<file path="src/rtl/mlg_pkg.sv">
package mlg_pkg;

  // clock and documented times
  localparam int unsigned CLK_HZ        = 40_000_000;
  localparam int unsigned MUTE_MAX_S    = 30;
  localparam int unsigned LAMP_BLANK_MS = 100;
  localparam int unsigned SIMUL_S       = 3;

  // derived cycle counts (defaults of the top-level parameters)
  localparam int unsigned MUTE_MAX_CYC  = MUTE_MAX_S * CLK_HZ;
  localparam int unsigned LAMP_BLANK_CYC = LAMP_BLANK_MS * (CLK_HZ / 1000);
  localparam int unsigned SIMUL_CYC     = SIMUL_S * CLK_HZ;

  // test pulse pattern on the two guard channels, in cycles
  localparam logic [7:0]  TP_LOW        = 8'h08;
  localparam logic [7:0]  TP_B_START    = 8'h80;
  localparam logic [7:0]  TP_SETTLE     = 8'h04;

  // settle time before an off output is read back
  localparam logic [31:0] RB_SETTLE     = 32'h0000_0004;

  typedef struct packed {
    logic guard_channel_one;
    logic guard_channel_two;
    logic muting_sensor_first_a;
    logic muting_sensor_first_b;
    logic muting_sensor_second_a;
    logic muting_sensor_second_b;
    logic continue_run_input;
    logic motor_start_input;
    logic contactor_feedback_input;
    logic lamp_monitor_input_a;
    logic lamp_monitor_input_b;
    logic readback_one;
    logic readback_two;
  } mlg_pins_t;

  typedef struct packed {
    logic guard_short;
    logic overridden;
    logic lamp_defect;
    logic lamp_stuck;
    logic output_short;
  } mlg_fault_t;

  typedef enum logic [2:0] {
    MLG_NORMAL  = 3'b001,
    MLG_MUTING  = 3'b010,
    MLG_EXPIRED = 3'b100
  } mlg_mute_t;

endpackage

</file>
<file path="src/rtl/mlg_sync.sv">
`timescale 1ns/1ps
`default_nettype none

module mlg_sync #(
  parameter int unsigned W = 1
) (
  input  wire logic         i_clk,  // system clock
  input  wire logic         i_rst,  // synchronous reset, active high
  input  wire logic [W-1:0] i_d,    // asynchronous pin levels
  output logic      [W-1:0] o_q     // synchronised levels
);

  logic [W-1:0] meta;
  logic [W-1:0] next_meta;
  logic [W-1:0] next_q;

  // pins reset to zero: a dark guard and open loops are the safe reading
  always_comb begin
    next_meta = i_d;
    next_q    = meta;
  end

  always_ff @(posedge i_clk) begin
    if (i_rst) begin
      meta <= '0;
      o_q  <= '0;
    end else begin
      meta <= next_meta;
      o_q  <= next_q;
    end
  end

endmodule

`default_nettype wire

</file>
<file path="src/rtl/mlg_guard_ctrl.sv">
// Behaviour
// - drive enabled only while guard clear or muting active; motor then started by start input
// - motor stays enabled during muting although the beam is broken
// - a 30 s maximum muting timer starts when muting begins
// - on timer expiry the motor enable is withdrawn
// - continue-run button restarts muting for a further 30 s
// - muting lamp lights as soon as muting becomes active
// - low on either lamp monitor input is a lamp fault; motor stops
// - lamp monitor faults ignored for 100 ms after lamp switch-on
// - no automatic start: drive starts only on a rising edge of the start input with the feedback loop closed
// - overridden contact found at next actuation; safety outputs go low
// - guard channel cross-short or short to supply is a fault; outputs low
// - lamp monitor input shorted to supply found at next lamp actuation
// - safety output shorted to supply is detected; outputs go low
// - contacts of each muting pair must agree within 3 s
`timescale 1ns/1ps
`default_nettype none

module mlg_guard_ctrl
  import mlg_pkg::*;
#(
  parameter int unsigned MUTE_CYC  = mlg_pkg::MUTE_MAX_CYC,
  parameter int unsigned LAMP_CYC  = mlg_pkg::LAMP_BLANK_CYC,
  parameter int unsigned SIMUL_CYC = mlg_pkg::SIMUL_CYC
) (
  input  wire logic               i_clk,              // 40 MHz clock
  input  wire logic               i_rst,              // synchronous reset, active high
  input  wire mlg_pkg::mlg_pins_t i_pins,             // field inputs, asynchronous
  output logic                    o_motor_safety_one, // motor contactor one drive
  output logic                    o_motor_safety_two, // motor contactor two drive
  output logic                    o_test_pulse_a,     // test pulse feeding guard channel one
  output logic                    o_test_pulse_b,     // test pulse feeding guard channel two
  output logic                    o_muting_lamp,      // muting indicator lamp
  output logic                    o_motor_enable,     // motor-enable point
  output logic                    o_muting_active,    // muting-active point
  output mlg_pkg::mlg_fault_t     o_fault             // latched fault causes
);
  import mlg_pkg::*;

  function automatic logic [31:0] sat_inc(input logic [31:0] c, input logic run);
    sat_inc = !run ? 32'h0 : (c == 32'hFFFF_FFFF) ? c : c + 32'h1;
  endfunction

  mlg_pins_t  p;
  mlg_mute_t  state, next_state;
  mlg_fault_t fault, next_fault, live;
  logic [7:0]  phase, next_phase;
  logic [31:0] mute_cnt, next_mute_cnt, lamp_cnt, next_lamp_cnt;
  logic [31:0] off_cnt, next_off_cnt;
  logic [31:0] sim_cnt [3];
  logic [31:0] next_sim_cnt [3];
  logic guard_clear, next_guard_clear;
  logic [1:0] dip, next_dip;
  logic stuck_pend, next_stuck_pend;
  logic guard_bad, next_guard_bad, guard_ok;
  logic [4:0] gone;
  logic cont_prev, start_prev, next_run, next_lamp;
  logic req1, req2, any_req, none_req, cont_rise, start_rise;
  logic quiet, a_end, b_end, a_back, b_back, start_ok, fault_any, enable;
  logic [2:0] mismatch;

  mlg_sync #(.W($bits(mlg_pins_t))) u_sync (
    .i_clk (i_clk),
    .i_rst (i_rst),
    .i_d   (i_pins),
    .o_q   (p)
  );

  // pattern and sample points of the guard test pulses
  always_comb begin
    next_phase = phase + 8'h01;
    a_end      = (phase == TP_LOW - 8'h01);
    b_end      = (phase == TP_B_START + TP_LOW - 8'h01);
    a_back     = (phase == TP_LOW + TP_SETTLE);
    b_back     = (phase == TP_B_START + TP_LOW + TP_SETTLE);
    quiet      = (phase >= TP_LOW + TP_SETTLE && phase < TP_B_START)
              || (phase >= TP_B_START + TP_LOW + TP_SETTLE);
  end

  always_comb begin
    req1       = p.muting_sensor_first_a & p.muting_sensor_first_b;
    req2       = p.muting_sensor_second_a & p.muting_sensor_second_b;
    any_req    = req1 | req2;
    none_req   = ~(p.muting_sensor_first_a | p.muting_sensor_first_b
                 | p.muting_sensor_second_a | p.muting_sensor_second_b);
    cont_rise  = p.continue_run_input & ~cont_prev;
    start_rise = p.motor_start_input & ~start_prev;
    mismatch   = {quiet & (p.guard_channel_one ^ p.guard_channel_two),
                  p.muting_sensor_second_a ^ p.muting_sensor_second_b,
                  p.muting_sensor_first_a ^ p.muting_sensor_first_b};
    for (int i = 0; i < 3; i++) begin
      next_sim_cnt[i] = sat_inc(sim_cnt[i], mismatch[i]);
    end
  end

  // guard state and short detection: a channel must follow its own pulse only
  always_comb begin
    next_guard_clear = guard_clear;
    next_dip         = dip;
    live.guard_short = 1'b0;
    if (quiet) begin
      next_guard_clear = p.guard_channel_one & p.guard_channel_two;
    end
    if (a_end) begin
      live.guard_short = p.guard_channel_one;
      next_dip[0]      = guard_clear & ~p.guard_channel_two;
    end
    if (b_end) begin
      live.guard_short = p.guard_channel_two;
      next_dip[1]      = guard_clear & ~p.guard_channel_one;
    end
    // the other channel dipped with this pulse and came back: cross-short
    if (a_back) begin
      live.guard_short = dip[0] & p.guard_channel_two;
      next_dip[0]      = 1'b0;
    end
    if (b_back) begin
      live.guard_short = dip[1] & p.guard_channel_one;
      next_dip[1]      = 1'b0;
    end
    // a short is only seen at pulse checks, so it counts as gone after one clean round
    next_guard_bad = (phase == 8'hFF) ? 1'b0 : (guard_bad | live.guard_short);
    guard_ok       = (phase == 8'hFF) && !guard_bad;
  end

  // muting sequence
  always_comb begin
    next_state = state;
    unique case (state)
      MLG_NORMAL: begin
        if (req1 && guard_clear) begin
          next_state = MLG_MUTING;
        end
      end
      MLG_MUTING: begin
        if (mute_cnt >= MUTE_CYC - 1) begin
          next_state = MLG_EXPIRED;
        end else if (!any_req) begin
          next_state = MLG_NORMAL;
        end
      end
      MLG_EXPIRED: begin
        if (cont_rise && any_req) begin
          next_state = MLG_MUTING;
        end else if (none_req) begin
          next_state = MLG_NORMAL;
        end
      end
      default: next_state = MLG_NORMAL;
    endcase
    // counter is zero on entry, also after a continue-run restart
    next_mute_cnt = sat_inc(mute_cnt, state == MLG_MUTING);
  end

  // lamp supervision
  always_comb begin
    next_lamp        = (next_state == MLG_MUTING);
    next_lamp_cnt    = sat_inc(lamp_cnt, next_lamp == o_muting_lamp);
    next_stuck_pend  = stuck_pend;
    live.lamp_defect = o_muting_lamp && lamp_cnt >= LAMP_CYC
                    && !(p.lamp_monitor_input_a && p.lamp_monitor_input_b);
    live.lamp_stuck  = 1'b0;
    if (!o_muting_lamp && lamp_cnt >= LAMP_CYC) begin
      next_stuck_pend = p.lamp_monitor_input_a | p.lamp_monitor_input_b;
    end
    // a monitor input shorted high only shows once the lamp is switched again
    if (next_lamp && !o_muting_lamp) begin
      live.lamp_stuck = stuck_pend;
      next_stuck_pend = 1'b0;
    end
  end

  // outputs, feedback and fault latching
  always_comb begin
    next_off_cnt      = sat_inc(off_cnt, !o_motor_safety_one && !o_motor_safety_two);
    live.output_short = off_cnt >= RB_SETTLE
                     && (p.readback_one || p.readback_two);
    live.overridden   = (sim_cnt[0] >= SIMUL_CYC) || (sim_cnt[1] >= SIMUL_CYC)
                     || (sim_cnt[2] >= SIMUL_CYC)
                     || (start_rise && !o_motor_safety_one
                         && !p.contactor_feedback_input);
    start_ok = guard_clear && p.contactor_feedback_input && none_req;
    gone = {guard_ok, 4'hF};
    for (int i = 0; i < $bits(mlg_fault_t); i++) begin
      // a fresh fault wins over the clear in the same cycle
      next_fault[i] = live[i] | (fault[i] & ~(start_ok & gone[i]));
    end
    fault_any = |next_fault;
    enable    = !fault_any && state != MLG_EXPIRED
             && (guard_clear || next_state == MLG_MUTING);
    // motor latch drops with the enable; restart needs closed feedback
    next_run  = enable && (o_motor_safety_one
             || (start_rise && p.contactor_feedback_input));
  end

  always_ff @(posedge i_clk) begin
    if (i_rst) begin
      state              <= MLG_NORMAL;
      fault              <= '0;
      // first edge after release lands on phase 0, giving a full-width first pulse
      phase              <= 8'hFF;
      mute_cnt           <= 32'h0;
      lamp_cnt           <= 32'h0;
      off_cnt            <= 32'h0;
      sim_cnt            <= '{default: 32'h0};
      guard_clear        <= 1'b0;
      dip                <= 2'b00;
      guard_bad          <= 1'b0;
      stuck_pend         <= 1'b0;
      cont_prev          <= 1'b0;
      start_prev         <= 1'b0;
      o_motor_safety_one <= 1'b0;
      o_motor_safety_two <= 1'b0;
      o_test_pulse_a     <= 1'b1;
      o_test_pulse_b     <= 1'b1;
      o_muting_lamp      <= 1'b0;
      o_motor_enable     <= 1'b0;
      o_muting_active    <= 1'b0;
      o_fault            <= '0;
    end else begin
      state              <= next_state;
      fault              <= next_fault;
      phase              <= next_phase;
      mute_cnt           <= next_mute_cnt;
      lamp_cnt           <= next_lamp_cnt;
      off_cnt            <= next_off_cnt;
      sim_cnt            <= next_sim_cnt;
      guard_clear        <= next_guard_clear;
      dip                <= next_dip;
      guard_bad          <= next_guard_bad;
      stuck_pend         <= next_stuck_pend;
      cont_prev          <= p.continue_run_input;
      start_prev         <= p.motor_start_input;
      o_motor_safety_one <= next_run;
      o_motor_safety_two <= next_run;
      o_test_pulse_a     <= !(next_phase < TP_LOW);
      o_test_pulse_b     <= !(next_phase >= TP_B_START && next_phase < TP_B_START + TP_LOW);
      o_muting_lamp      <= next_lamp;
      o_motor_enable     <= enable;
      o_muting_active    <= next_state == MLG_MUTING;
      o_fault            <= next_fault;
    end
  end

endmodule

`default_nettype wire

</file>
<file path="config.mk">
export PLATFORM = sky130hd
export DESIGN_NAME = mlg_guard_ctrl
export DESIGN_NICKNAME = d
export VERILOG_FILES = /design/src/rtl/mlg_pkg.sv /design/src/rtl/mlg_sync.sv /design/src/rtl/mlg_guard_ctrl.sv
export SDC_FILE = /design/constraint.sdc
export NUM_CORES = 1
export LEC_CHECK = 0
export ABC_AREA = 0
export BUFFER_PORTS_ARGS = -buffer_cell sky130_fd_sc_hd__buf_2
export CORE_MARGIN = 10
export CORE_UTILIZATION = 40
export DETAILED_ROUTE_END_ITERATION = 8
export SKIP_CTS_REPAIR_TIMING = 1
export SLEW_MARGIN = 10
export SYNTH_ARGS = -nofsm -noshare
export SYNTH_HDL_FRONTEND = slang
export SYNTH_SLANG_ARGS = --single-unit
</file>
<file path="constraint.sdc">
create_clock -name i_clk -period 6.9 [get_ports i_clk]
set_clock_uncertainty 0.15 [all_clocks]
set_input_delay 1.725 -clock i_clk [delete_from_list [all_inputs] [get_ports i_clk]]
set_output_delay 1.725 -clock i_clk [all_outputs]
set_load 0.005 [all_outputs]
</file>
==> impl_metrics.tcl <==
set metrics [dict create \
    outcome "finished clean" \
    synth_area_leaders "dfxtp_1, nor2_1, xnor2_1" \
    finish.utilization_pct 45.6 \
    r2r_start "mute_cnt[0]$_SDFFE_PP0P_" \
    min-delay-start "phase[0]$_SDFF_PP1_" \
    core-area_um2 27900 \
    use_met1_pct 16.8 \
    seq_area_um2 4920 \
    relSlewSlack_pct 24.0 \
    top_usage_layer "met2" \
    port-buffer-count 26 \
    ir_drop_mv 0.198 \
    whs_ns 0.281 \
    cts_tree "built" \
    worst_pin_slew_ns 1.14 \
    ys_async_sr_fraction_pct 0 \
    hpwl_um 15500 \
    finalWorstPathRequiredPeriod_ns 3.30 \
    leakage_nw 4.19 \
    cts_root_buf "clkbuf_16" \
    cts.sinks 246 \
    cts_inserted_buffers 28 \
    setup_viol 0 \
    clockBufferDepth 3 \
    route.detailed.drc 0 \
    ys_seq_elements 246 \
    seq_area_frac_synth_pct 43.2 \
    syn_avg_cell_area_um2 8.45 \
    multi_input_area_um2 6120 \
    finalPower_mw 3.00 \
    syn_to_final_growth_pct 11.8 \
    final_antenna_net_count 0 \
    yosys_most_used_dff "dfxtp_1" \
    syn_inst 1350 \
    rows 61 \
    crit_path_max_fanout 6 \
    die-area_um2 35700 \
    grt_max_degree 34 \
    synth_edf_count 0 \
    r2r_slack_ns 3.60 \
    yosysUniqueCellTypes 60 \
    period_share_pct 47.8 \
    vias 9028 \
    wire_per_inst_um 13.0 \
    grt_pass1_wl_um 39900 \
    nets 1391 \
    viasPerCell 5.14 \
    die_h_um 189 \
    pre_cts_slack_ns 3.34 \
    drtIter0Drc 448 \
    drt_wl_total_um 22800 \
    dr.pass1.iters 4 \
    cp-start-kind "register" \
    use_met3_pct 2.20 \
    timing.setup.tns_ns 0 \
    ys_warn_count 0 \
    crit_arrival_ns 3.56 \
    slew_violations 0 \
    grt_pass1_vias 8631 \
    netlist.area_leader.share_pct 43.2 \
    fill_cells 2817 \
    stdcell_count 1755 \
    netlist_area_um2 11400 \
    fin_ws_ns 3.60 \
    drive_above_1_share_pct 6.75 \
    hold_viol 0 \
    cp.required_ns 7.16 \
    hold_path_class "register to register" \
    place_area_um2 11800 \
    htree_levels 1 \
    grt_overflow_total 0 \
    setup.worst_path.end_class "register" \
    startpoint "mute_cnt[0]$_SDFFE_PP0P_" \
    clkTransAtPathRegs_ns 0.06 \
    synth_fp_nets 1383 \
    grtUsageMet2_pct 20.7 \
    initial_core_util_pct 40.8 \
    ioPinCount 27 \
    routabilityCongestion 0.801 \
    synth_largest_area_cell "dfxtp_1" \
    diodes 0 \
    antenna_found_initial 1 \
    grt_usage_pct 12.6 \
    rsz0062_at_grt "false" \
    final_cell_area_um2 12700 \
    dp_cells 1706 \
    clkLatencyLatePin_ns 0.53 \
    fp.dieW_um 189 \
    power_density_nw_per_um2 235 \
    fmax_mhz 303 \
    drv_cap 0 \
    path_class "register to register" \
]
[cell usage in the layout, fill, tap and decap left out, types with 26 or more instances in the layout]
master / Yosys / layout
nor2b_1: 34 / 34
nor2_1: 214 / 214
nand4_1: 47 / 47
a21oi_1: 51 / 51
and3_1: 36 / 36
nand3_1: 87 / 87
o21ai_0: 41 / 41
nor4_1: 31 / 31
buf_2: 4 / 26
dfxtp_1: 246 / 246
inv_1: 37 / 37
xnor2_1: 86 / 86
or3_1: 37 / 37
nor3_1: 43 / 43
clkbuf_16: 0 / 29
nand2_1: 78 / 78
xor2_1: 67 / 67
[Yosys cell counts, types with 6 or more instances]
library cell  number
nand2_1           78
nand4_1           47
or3_1             37
ha_1              18
nor4b_1            7
or4_1             10
nor2_1           214
a21oi_1           51
and3_1            36
inv_1             37
nand3_1           87
dfxtp_1          246
and4_1            20
xor2_1            67
nand2b_1          10
clkbuf_1          45
o21ai_0           41
nor3_1            43
nor2b_1           34
xnor2_1           86
and2_1            11
or2_2              8
nor4_1            31
nand4b_1           8
nor3b_1            6
[worst max-delay path, cell delays in order, from the launching register on]
cell,delay [ns]
dfxtp_1,0.36
ha_1,0.20
and4_1,0.32
nand4_1,0.16
a211oi_1,0.29
nor2_1,0.11
nand3b_1,0.19
nand2_1,0.09
ha_1,0.20
a22oi_1,0.23
nand3_1,0.10
or4_1,0.44
a2111oi_1,0.35
[registers in the layout, indices dropped and copies added (netlist names), 2 cells and up]
signal	cells
dip	2
off_cnt	32
sim_cnt	96
mute_cnt	32
fault	5
lamp_cnt	32
phase	8
state	3
u_sync.o_q	13
u_sync.meta	13
[layer usage]
metal	part of all wire [%]	up-vias
met5	0	-
li1	-	4716
met3	3.2	33
met4	1.9	0
met1	51	4193
met2	44	86
[logic make-up after synthesis]
logic type	share of synthesized area (%)
mux	0.362
flops	43.2
buf+inv	3.14
xor+xnor	11.8
fa+ha+maj	1.98
simple gates	32.1
compound gates	7.47
[final cells by class]
type | instances | share of cell area [%]
timing repair buffer | 32 | 1.37
inverter | 37 | 1.09
clock inverter | 6 | 0.432
multi-input combinational | 1013 | 48.0
clock buffer | 43 | 6.73
sequential | 246 | 38.6
tap | 378 | 3.71
[power by group]
part | leakage (nW) | switching (mW) | total, mW | internal [mW]
sequential | 1.99 | 0.0227 | 1.47 | 1.44
clock | 0.456 | 0.558 | 1.44 | 0.884
combinational | 1.74 | 0.0532 | 0.0913 | 0.0381
total | 4.19 | 0.634 | 3.00 | 2.37
[worst paths after layout]
kind | to | depth (start not counted)
worst max-delay path | o_motor_safety_two$_SDFF_PP0_ | 12
worst min-delay path | phase[0]$_SDFF_PP1_ | 1
worst max register to register | o_motor_safety_two$_SDFF_PP0_ | 12
worst min register to register | phase[0]$_SDFF_PP1_ | 1
Power figures use the tool's default switching activity.
